File: src/srco_pkg.sv
// Constants, states and state record of the reset and clock output block.
// Assumes one system clock at SRCO_SYS_CLK_HZ.
package srco_pkg;

    // ----------------------------------------------------------------
    // Timing
    // ----------------------------------------------------------------
    localparam longint SRCO_SYS_CLK_HZ = 25000000;
    localparam int SRCO_RST_IN_MIN_CYC = 256;
    localparam longint SRCO_WDOG_RST_MS = 200;
    localparam int SRCO_WDOG_RST_CYC =
        int'((SRCO_WDOG_RST_MS * SRCO_SYS_CLK_HZ + 999) / 1000);
    localparam int SRCO_MEM_CLK_PAIRS = 2;

    // ----------------------------------------------------------------
    // Reset values
    // ----------------------------------------------------------------
    localparam logic [1:0] SRCO_SYNC_RST = 2'h0;
    localparam logic SRCO_OE_RST = 1'h0;
    localparam logic SRCO_CKE_RST = 1'h0;

    // ----------------------------------------------------------------
    // States
    // ----------------------------------------------------------------
    typedef enum logic [2:0] {
        SRCO_ST_RESET = 3'h1,
        SRCO_ST_RUN = 3'h2,
        SRCO_ST_PDOWN = 3'h4
    } srco_state_e;

    typedef struct packed {
        srco_state_e state;
        logic [1:0] sync;
        logic oe;
        logic cke;
    } srco_state_s;

    localparam srco_state_s SRCO_STATE_RST = '{
        state: SRCO_ST_RESET,
        sync: SRCO_SYNC_RST,
        oe: SRCO_OE_RST,
        cke: SRCO_CKE_RST
    };

endpackage : srco_pkg

File: src/srco_top.sv
// Reset distribution, watchdog reset output and clock outputs.
// Assumes the reset pin and requests are synchronous to i_clk_sys and
// that pad cells tri-state each pin while its enable is low.
//
// Contract
// - Reset pin holds core and blocks reset
// - All pins tri-stated during reset
// - Watchdog expiry drives reset out 200ms
// - Differential memory clocks from system clock
// - Clock enable powers down the SDRAM
// - 25MHz reference clock to PHY, tri-stated during reset
module srco_top
    import srco_pkg::*;
#(
    parameter int WDOG_RST_CYC = srco_pkg::SRCO_WDOG_RST_CYC,
    parameter int MEM_CLK_PAIRS = srco_pkg::SRCO_MEM_CLK_PAIRS
) (
    input wire logic i_clk_sys,
    input wire logic i_nrst,
    input wire logic i_wdog_expire,
    input wire logic i_mem_pdown_req,
    output logic o_blk_rst_n,
    output logic o_pin_oe,
    output logic o_wdog_rst_out,
    output logic o_wdog_rst_out_oe,
    output logic [MEM_CLK_PAIRS-1:0] o_mem_clk_out_p,
    output logic [MEM_CLK_PAIRS-1:0] o_mem_clk_out_n,
    output logic o_mem_clk_oe,
    output logic o_mem_clk_en_out,
    output logic o_phy_ref_clk_out,
    output logic o_phy_ref_clk_oe
);
    import srco_pkg::*;

    srco_state_s st_r;
    srco_state_s st_nxt;
    logic wdog_active;
    logic rel_done;

    // ----------------------------------------------------------------
    // State decoding, shared by the sequencer and the outputs
    // ----------------------------------------------------------------
    // Far end of the release pipe: high once reset has been let go
    function automatic logic srco_rel_done(
        input logic [1:0] pipe
    );
        logic done;
        done = pipe[1];
        return done;
    endfunction : srco_rel_done

    // Shifts a one into the release pipe each cycle out of reset
    function automatic logic [1:0] srco_sync_shift(
        input logic [1:0] pipe
    );
        logic [1:0] shifted;
        shifted = {pipe[0], 1'h1};
        return shifted;
    endfunction : srco_sync_shift

    // Only the three coded states are legal; anything else restarts
    function automatic logic srco_state_known(
        input srco_state_e st
    );
        logic known;
        case (st)
            SRCO_ST_RESET: begin
                known = 1'h1;
            end
            SRCO_ST_RUN: begin
                known = 1'h1;
            end
            SRCO_ST_PDOWN: begin
                known = 1'h1;
            end
            default: begin
                known = 1'h0;
            end
        endcase
        return known;
    endfunction : srco_state_known

    // Next state from the release pipe and the power-down request
    function automatic srco_state_e srco_step(
        input srco_state_e st,
        input logic released,
        input logic pdown_req
    );
        srco_state_e st_next;
        case (st)
            SRCO_ST_RESET: begin
                if (released) begin
                    st_next = SRCO_ST_RUN;
                end else begin
                    st_next = SRCO_ST_RESET;
                end
            end
            SRCO_ST_RUN: begin
                if (pdown_req) begin
                    st_next = SRCO_ST_PDOWN;
                end else begin
                    st_next = SRCO_ST_RUN;
                end
            end
            SRCO_ST_PDOWN: begin
                if (pdown_req) begin
                    st_next = SRCO_ST_PDOWN;
                end else begin
                    st_next = SRCO_ST_RUN;
                end
            end
            default: begin
                st_next = SRCO_ST_RESET;
            end
        endcase
        return st_next;
    endfunction : srco_step

    // Pads drive once the release pipe has run through
    function automatic logic srco_pins_live(
        input srco_state_e st
    );
        logic live;
        case (st)
            SRCO_ST_RESET: begin
                live = 1'h0;
            end
            SRCO_ST_RUN: begin
                live = 1'h1;
            end
            SRCO_ST_PDOWN: begin
                live = 1'h1;
            end
            default: begin
                live = 1'h0;
            end
        endcase
        return live;
    endfunction : srco_pins_live

    // Memory clock enable is high only while running
    function automatic logic srco_mem_clk_run(
        input srco_state_e st
    );
        logic run;
        case (st)
            SRCO_ST_RUN: begin
                run = 1'h1;
            end
            default: begin
                run = 1'h0;
            end
        endcase
        return run;
    endfunction : srco_mem_clk_run

    // ----------------------------------------------------------------
    // Reset sequencing and power-down control
    // ----------------------------------------------------------------
    assign rel_done = srco_rel_done(st_r.sync);

    always_comb begin
        st_nxt = st_r;
        st_nxt.sync = srco_sync_shift(st_r.sync);
        st_nxt.state = srco_step(st_r.state, rel_done, i_mem_pdown_req);
        st_nxt.oe = srco_pins_live(st_nxt.state);
        // Clock enable low in power down
        st_nxt.cke = srco_mem_clk_run(st_nxt.state);
        // Stray codes restart the whole sequence
        if (!srco_state_known(st_r.state)) begin
            st_nxt = SRCO_STATE_RST;
        end
    end

    // ----------------------------------------------------------------
    // State register
    // ----------------------------------------------------------------
    always_ff @(posedge i_clk_sys) begin
        if (!i_nrst) begin
            st_r <= SRCO_STATE_RST;
        end else begin
            st_r <= st_nxt;
        end
    end

    // ----------------------------------------------------------------
    // Registered outputs
    // ----------------------------------------------------------------
    // Block reset from pipe
    assign o_blk_rst_n = st_r.sync[1];
    assign o_pin_oe = st_r.oe;
    assign o_wdog_rst_out_oe = st_r.oe;
    assign o_mem_clk_oe = st_r.oe;
    assign o_phy_ref_clk_oe = st_r.oe;
    assign o_mem_clk_en_out = st_r.cke;

    // ----------------------------------------------------------------
    // Watchdog reset output
    // ----------------------------------------------------------------
    // Stretch expiry pulse
    srco_pulse_stretch #(
        .CNT(WDOG_RST_CYC)
    ) u_wdog_stretch (
        .i_clk_sys(i_clk_sys),
        .i_rst_n(rel_done),
        .i_trig(i_wdog_expire),
        .o_active(wdog_active)
    );

    assign o_wdog_rst_out = wdog_active;

    // ----------------------------------------------------------------
    // Clock outputs, forwarded from the system clock
    // ----------------------------------------------------------------
    // A flop cannot carry a clock at its own rate, so these pass the
    // clock through; only the enables come from flops.
    genvar g;
    generate
        for (g = 0; g < MEM_CLK_PAIRS; g++) begin : g_mem_clk
            assign o_mem_clk_out_p[g] = i_clk_sys;
            assign o_mem_clk_out_n[g] = ~i_clk_sys;
        end
    endgenerate

    assign o_phy_ref_clk_out = i_clk_sys;

endmodule : srco_top

File: src/srco_pulse_stretch.sv
// Stretches a one-cycle trigger into a pulse of at least CNT cycles.
// Assumes a synchronous active-low reset already aligned to the clock.
module srco_pulse_stretch #(
    parameter int CNT = 5000000
) (
    input wire logic i_clk_sys,
    input wire logic i_rst_n,
    input wire logic i_trig,
    output logic o_active
);
    localparam int CW = $clog2(CNT + 1);

    typedef struct packed {
        logic [CW-1:0] cnt;
        logic active;
    } srco_ps_s;

    srco_ps_s st_r;
    srco_ps_s st_nxt;

    // ----------------------------------------------------------------
    // Down counter, reloaded by every trigger
    // ----------------------------------------------------------------
    always_comb begin
        st_nxt = st_r;
        if (i_trig) begin
            st_nxt.cnt = CW'(CNT);
        end else if (st_r.cnt != '0) begin
            st_nxt.cnt = st_r.cnt - CW'(1);
        end
        st_nxt.active = (st_nxt.cnt != '0);
    end

    always_ff @(posedge i_clk_sys) begin
        if (!i_rst_n) begin
            st_r <= '0;
        end else begin
            st_r <= st_nxt;
        end
    end

    assign o_active = st_r.active;

endmodule : srco_pulse_stretch

File: config.mk
export PLATFORM = sky130hd
export DESIGN_NAME = srco_top
export DESIGN_NICKNAME = d
export VERILOG_FILES = /design/src/srco_pkg.sv /design/src/srco_top.sv /design/src/srco_pulse_stretch.sv
export SDC_FILE = /design/constraint.sdc
export NUM_CORES = 1
export LEC_CHECK = 0
export BUFFER_PORTS_ARGS = -buffer_cell sky130_fd_sc_hd__buf_2
export CAP_MARGIN = 20
export CORE_UTILIZATION = 60
export CTS_CLUSTER_SIZE = 25
export DETAILED_ROUTE_END_ITERATION = 8
export HOLD_SLACK_MARGIN = 0.05
export PLACE_DENSITY = 0.8
export SETUP_SLACK_MARGIN = 0.02
export SLEW_MARGIN = 10
export SYNTH_ARGS = -nofsm -noshare
export SYNTH_HDL_FRONTEND = slang
export SYNTH_HIERARCHICAL = 1
export SYNTH_SLANG_ARGS = --single-unit
File: constraint.sdc
create_clock -name i_clk_sys -period 8.2 [get_ports i_clk_sys]
set_clock_uncertainty 0.1 [all_clocks]
set_input_delay 0.82 -clock i_clk_sys [delete_from_list [all_inputs] [get_ports i_clk_sys]]
set_output_delay 0.82 -clock i_clk_sys [all_outputs]
set_load 0.01 [all_outputs]
# Yosys cells after proc, flatten, opt, wreduce, memory -nomap -nowiden
# Cells that the tools add are included.
# word_totals
in_bits,4
ff_bits,31
wordCells,29
out_inout_bits,12
# classes
n_reduce_logical,6
muxes,9
bitwise_logic,1
addsub,1
eq_ne,5
# op_table
operator,count
$mux W23,2
$reduce_bool A23 Y1,2
$sub A23 B1 Y23 const B,1
$eq A3 B2 Y1 const B,2
$eq A3 B3 Y1 const B,2
$mux W3,2
$pmux W3 S2,1
$reduce_or A2 Y1,2
$eq A3 B1 Y1 const B,1
$mux W1,3
$reduce_or A3 Y1,1
$mux W2,1
$reduce_and A2 Y1,1
$not A1 Y1,1

# Logic depth before layout (Yosys ltp)
# logic_depth
depth_word,7
ltp_mapped,9
mapped_depth_nobuf,8

# Hierarchy
# Netlist, hierarchy kept.
# by_module_without_submodules
mod,cells_each,area_each_um2,instances,seq_area_each_um2
srco_pulse_stretch,180,1473.9,1,480.5
srco_top,34,340.3,1,140.1

==> results.json <==
{
  "status": "finished, violations left",
  "violations": "DRC",
  "grt_pass1_vias": 1512,
  "maxCapViolCount": 0,
  "grt_pass1_wl_mm": 7.16,
  "finalSetupTns_ns": 0,
  "cts_hold_buf": 0,
  "worst_pin_slew_ns": 0.736,
  "drv_slew": 0,
  "synth_top_area_cell": "dfxtp_1",
  "fill_cells": 221,
  "die_w_microns": 57.0,
  "rsz0062_at_grt": "false",
  "power_frac_comb": 0.412,
  "dp_cells": 246,
  "antenna_found_initial": 0,
  "num_vias": 1742,
  "first_pass_iters": 7,
  "grt_use_total": 0.301,
  "crit_path_end_kind": "output port",
  "clk_pin_slew_ns": 0.10,
  "worstPathMaxFanout": 9,
  "critPathRequiredTime_ns": 7.28,
  "synth_fp_nets": 220,
  "drive_above_1_share": 0.175,
  "ff_latch_area_sq_um": 621,
  "hp-class": "register to register",
  "p_seq_frac": 0.307,
  "vias_per_cell": 6.70,
  "routed_wl_mm": 4.44,
  "ys_ff_latch": 31,
  "drc": 2,
  "setup_viol": 0,
  "synthCells": 214,
  "io_pins": 16,
  "yosys.area.top_type_share": 0.342,
  "synth_edf_count": 0,
  "drtIter0Drc": 183,
  "arrival_ns": 4.72,
  "power_switching_uw": 255,
  "clk-insertion-delay-late_ns": 0.46,
  "syn_avg_cell_area_sq_um": 8.48,
  "die_area_sq_um": 3250,
  "io_buffers": 15,
  "ys.flop_type": "dfxtp_1",
  "peakVddDrop_mv": 0.170,
  "wl_per_cell_microns": 17.1,
  "yosysWarnings": 6,
  "async_flop_share": 0,
  "grt-ovfl-total": 0,
  "fin_nets": 233,
  "ant_nets": 0,
  "grt_max_degree": 14,
  "rows": 19,
  "final_cell_count_no_fill": 260,
  "cts_resized": 0,
  "dpl.hpwl_mm": 3.15,
  "p_leak_uw": 0.000789,
  "pwr_density_cell_nw_per_um2": 305,
  "cts_tree": "yes",
  "initial_core_util": 0.647,
  "p_sw_frac": 0.435,
  "crit_type": "clock port to output port",
  "core_area_sq_um": 2810,
  "slew_headroom": 0.506,
  "yosysUniqueCellTypes": 58,
  "start_kind": "clock port",
  "cts_setup_buffers": 0,
  "clockPowerShare": 0.281,
  "p_int_uw": 331,
  "syn-cell-area_sq_um": 1810,
  "chipHeight_microns": 57.0,
  "gp_congestion": 0.973,
  "area_growth_pct": 6.00,
  "synthTopCellsByArea": "dfxtp_1 (34%), nor2_1 (6.4%), xor2_1 (3.9%)",
  "multi_input_area_sq_um": 1070,
  "finalHoldViolations": 0,
  "num_antenna_cells": 0,
  "seq_area_frac_synth": 0.342,
  "synth_top_cells_by_count": "dfxtp_1 (31), nor2_1 (31), a21oi_1 (12), nor3_1 (12), nand2_1 (10)"
}
[cells in the final DEF (no fill, tap or decap), types with 3 or more instances in the layout]
master	Yosys	layout
inv_1	6	7
xor2_1	8	8
nor4b_1	4	4
o21a_1	3	3
nand2_1	10	10
or4_1	3	3
buf_2	1	15
or3_1	4	4
nor2_1	31	31
nand3_1	5	5
a21oi_1	12	12
nor3_1	12	12
nand3b_1	3	3
clkbuf_4	0	9
xnor2_1	7	7
a211oi_1	3	3
o21ai_0	5	5
nand4_1	5	5
dfxtp_1	31	31
nor2b_1	3	3
and2_1	3	3
[critical path, stage by stage]
cell	delay, ns
clkbuf_4	0.11
clkbuf_4	0.16
clkbuf_4	0.18
inv_1	0.05
buf_2	0.12
[flip-flops by register name (all words and copies together) (netlist names)]
register,count
st_r,4
o_mem_clk_oe,1
u_wdog_stretch/st_r,23
u_wdog_stretch/o_active,1
o_mem_clk_en_out,1
o_blk_rst_n,1
[metrics by stage]
step	setup slack, ns	cell area [sq um]	hold slack (ns)	total power, uW	utilization
floorplan	2.96	1810	0.337	414	-
global placement	3.03	1830	0.352	453	0.653
detailed placement	3.03	1830	0.377	453	0.653
CTS	2.55	1920	0.404	582	0.686
global route	2.53	1920	0.423	620	0.686
finish	2.56	1920	0.398	586	0.686
[per-layer routing]
layer | vias to the layer above | GRT usage | part of all wire
li1 | 800 | - | -
met1 | 801 | 0.386 | 0.40
met2 | 120 | 0.425 | 0.45
met3 | 21 | 0.109 | 0.13
met4 | 0 | 0.199 | 0.029
met5 | - | 0 | 0
[worst paths after layout]
kind / slack [ns] / depth (start not counted) / from / end
worst max-delay path: 2.56 / 5 / i_clk_sys / o_mem_clk_out_n[1]
worst min-delay path: 0.40 / 1 / st_r[2]$_SDFF_PN0_ / o_blk_rst_n$_SDFF_PN0_
worst max register to register: 5.37 / 6 / u_wdog_stretch/st_r[10]$_SDFF_PN0_ / u_wdog_stretch/o_active$_SDFF_PN0_
worst min register to register: 0.40 / 1 / st_r[2]$_SDFF_PN0_ / o_blk_rst_n$_SDFF_PN0_
[logic make-up after synthesis]
logic type      share of synthesized area
xor+xnor                           0.0724
compound gates                      0.152
fa+ha+maj                          0.0138
buf+inv                            0.0676
flops                               0.342
simple gates                        0.334
mux                                0.0179
[area by class of cell]
cell class | instances | share of cell area
clock buffers | 15 | 0.0501
well taps | 31 | 0.0202
flip-flops and latches | 31 | 0.323
multi-input cells | 162 | 0.557
repair buffers | 10 | 0.0260
clock inverters | 5 | 0.0124
inverters | 6 | 0.0117
[power groups by stage]
stage / registers [uW] / logic (uW) / clock network (uW)
after floorplan: 178 / 190 / 46.0
after global placement: 183 / 231 / 39.1
after detailed placement: 183 / 231 / 39.1
after CTS: 180 / 233 / 169
after global routing: 182 / 258 / 179
final: 180 / 242 / 165
(Power assumes the default switching activity.)
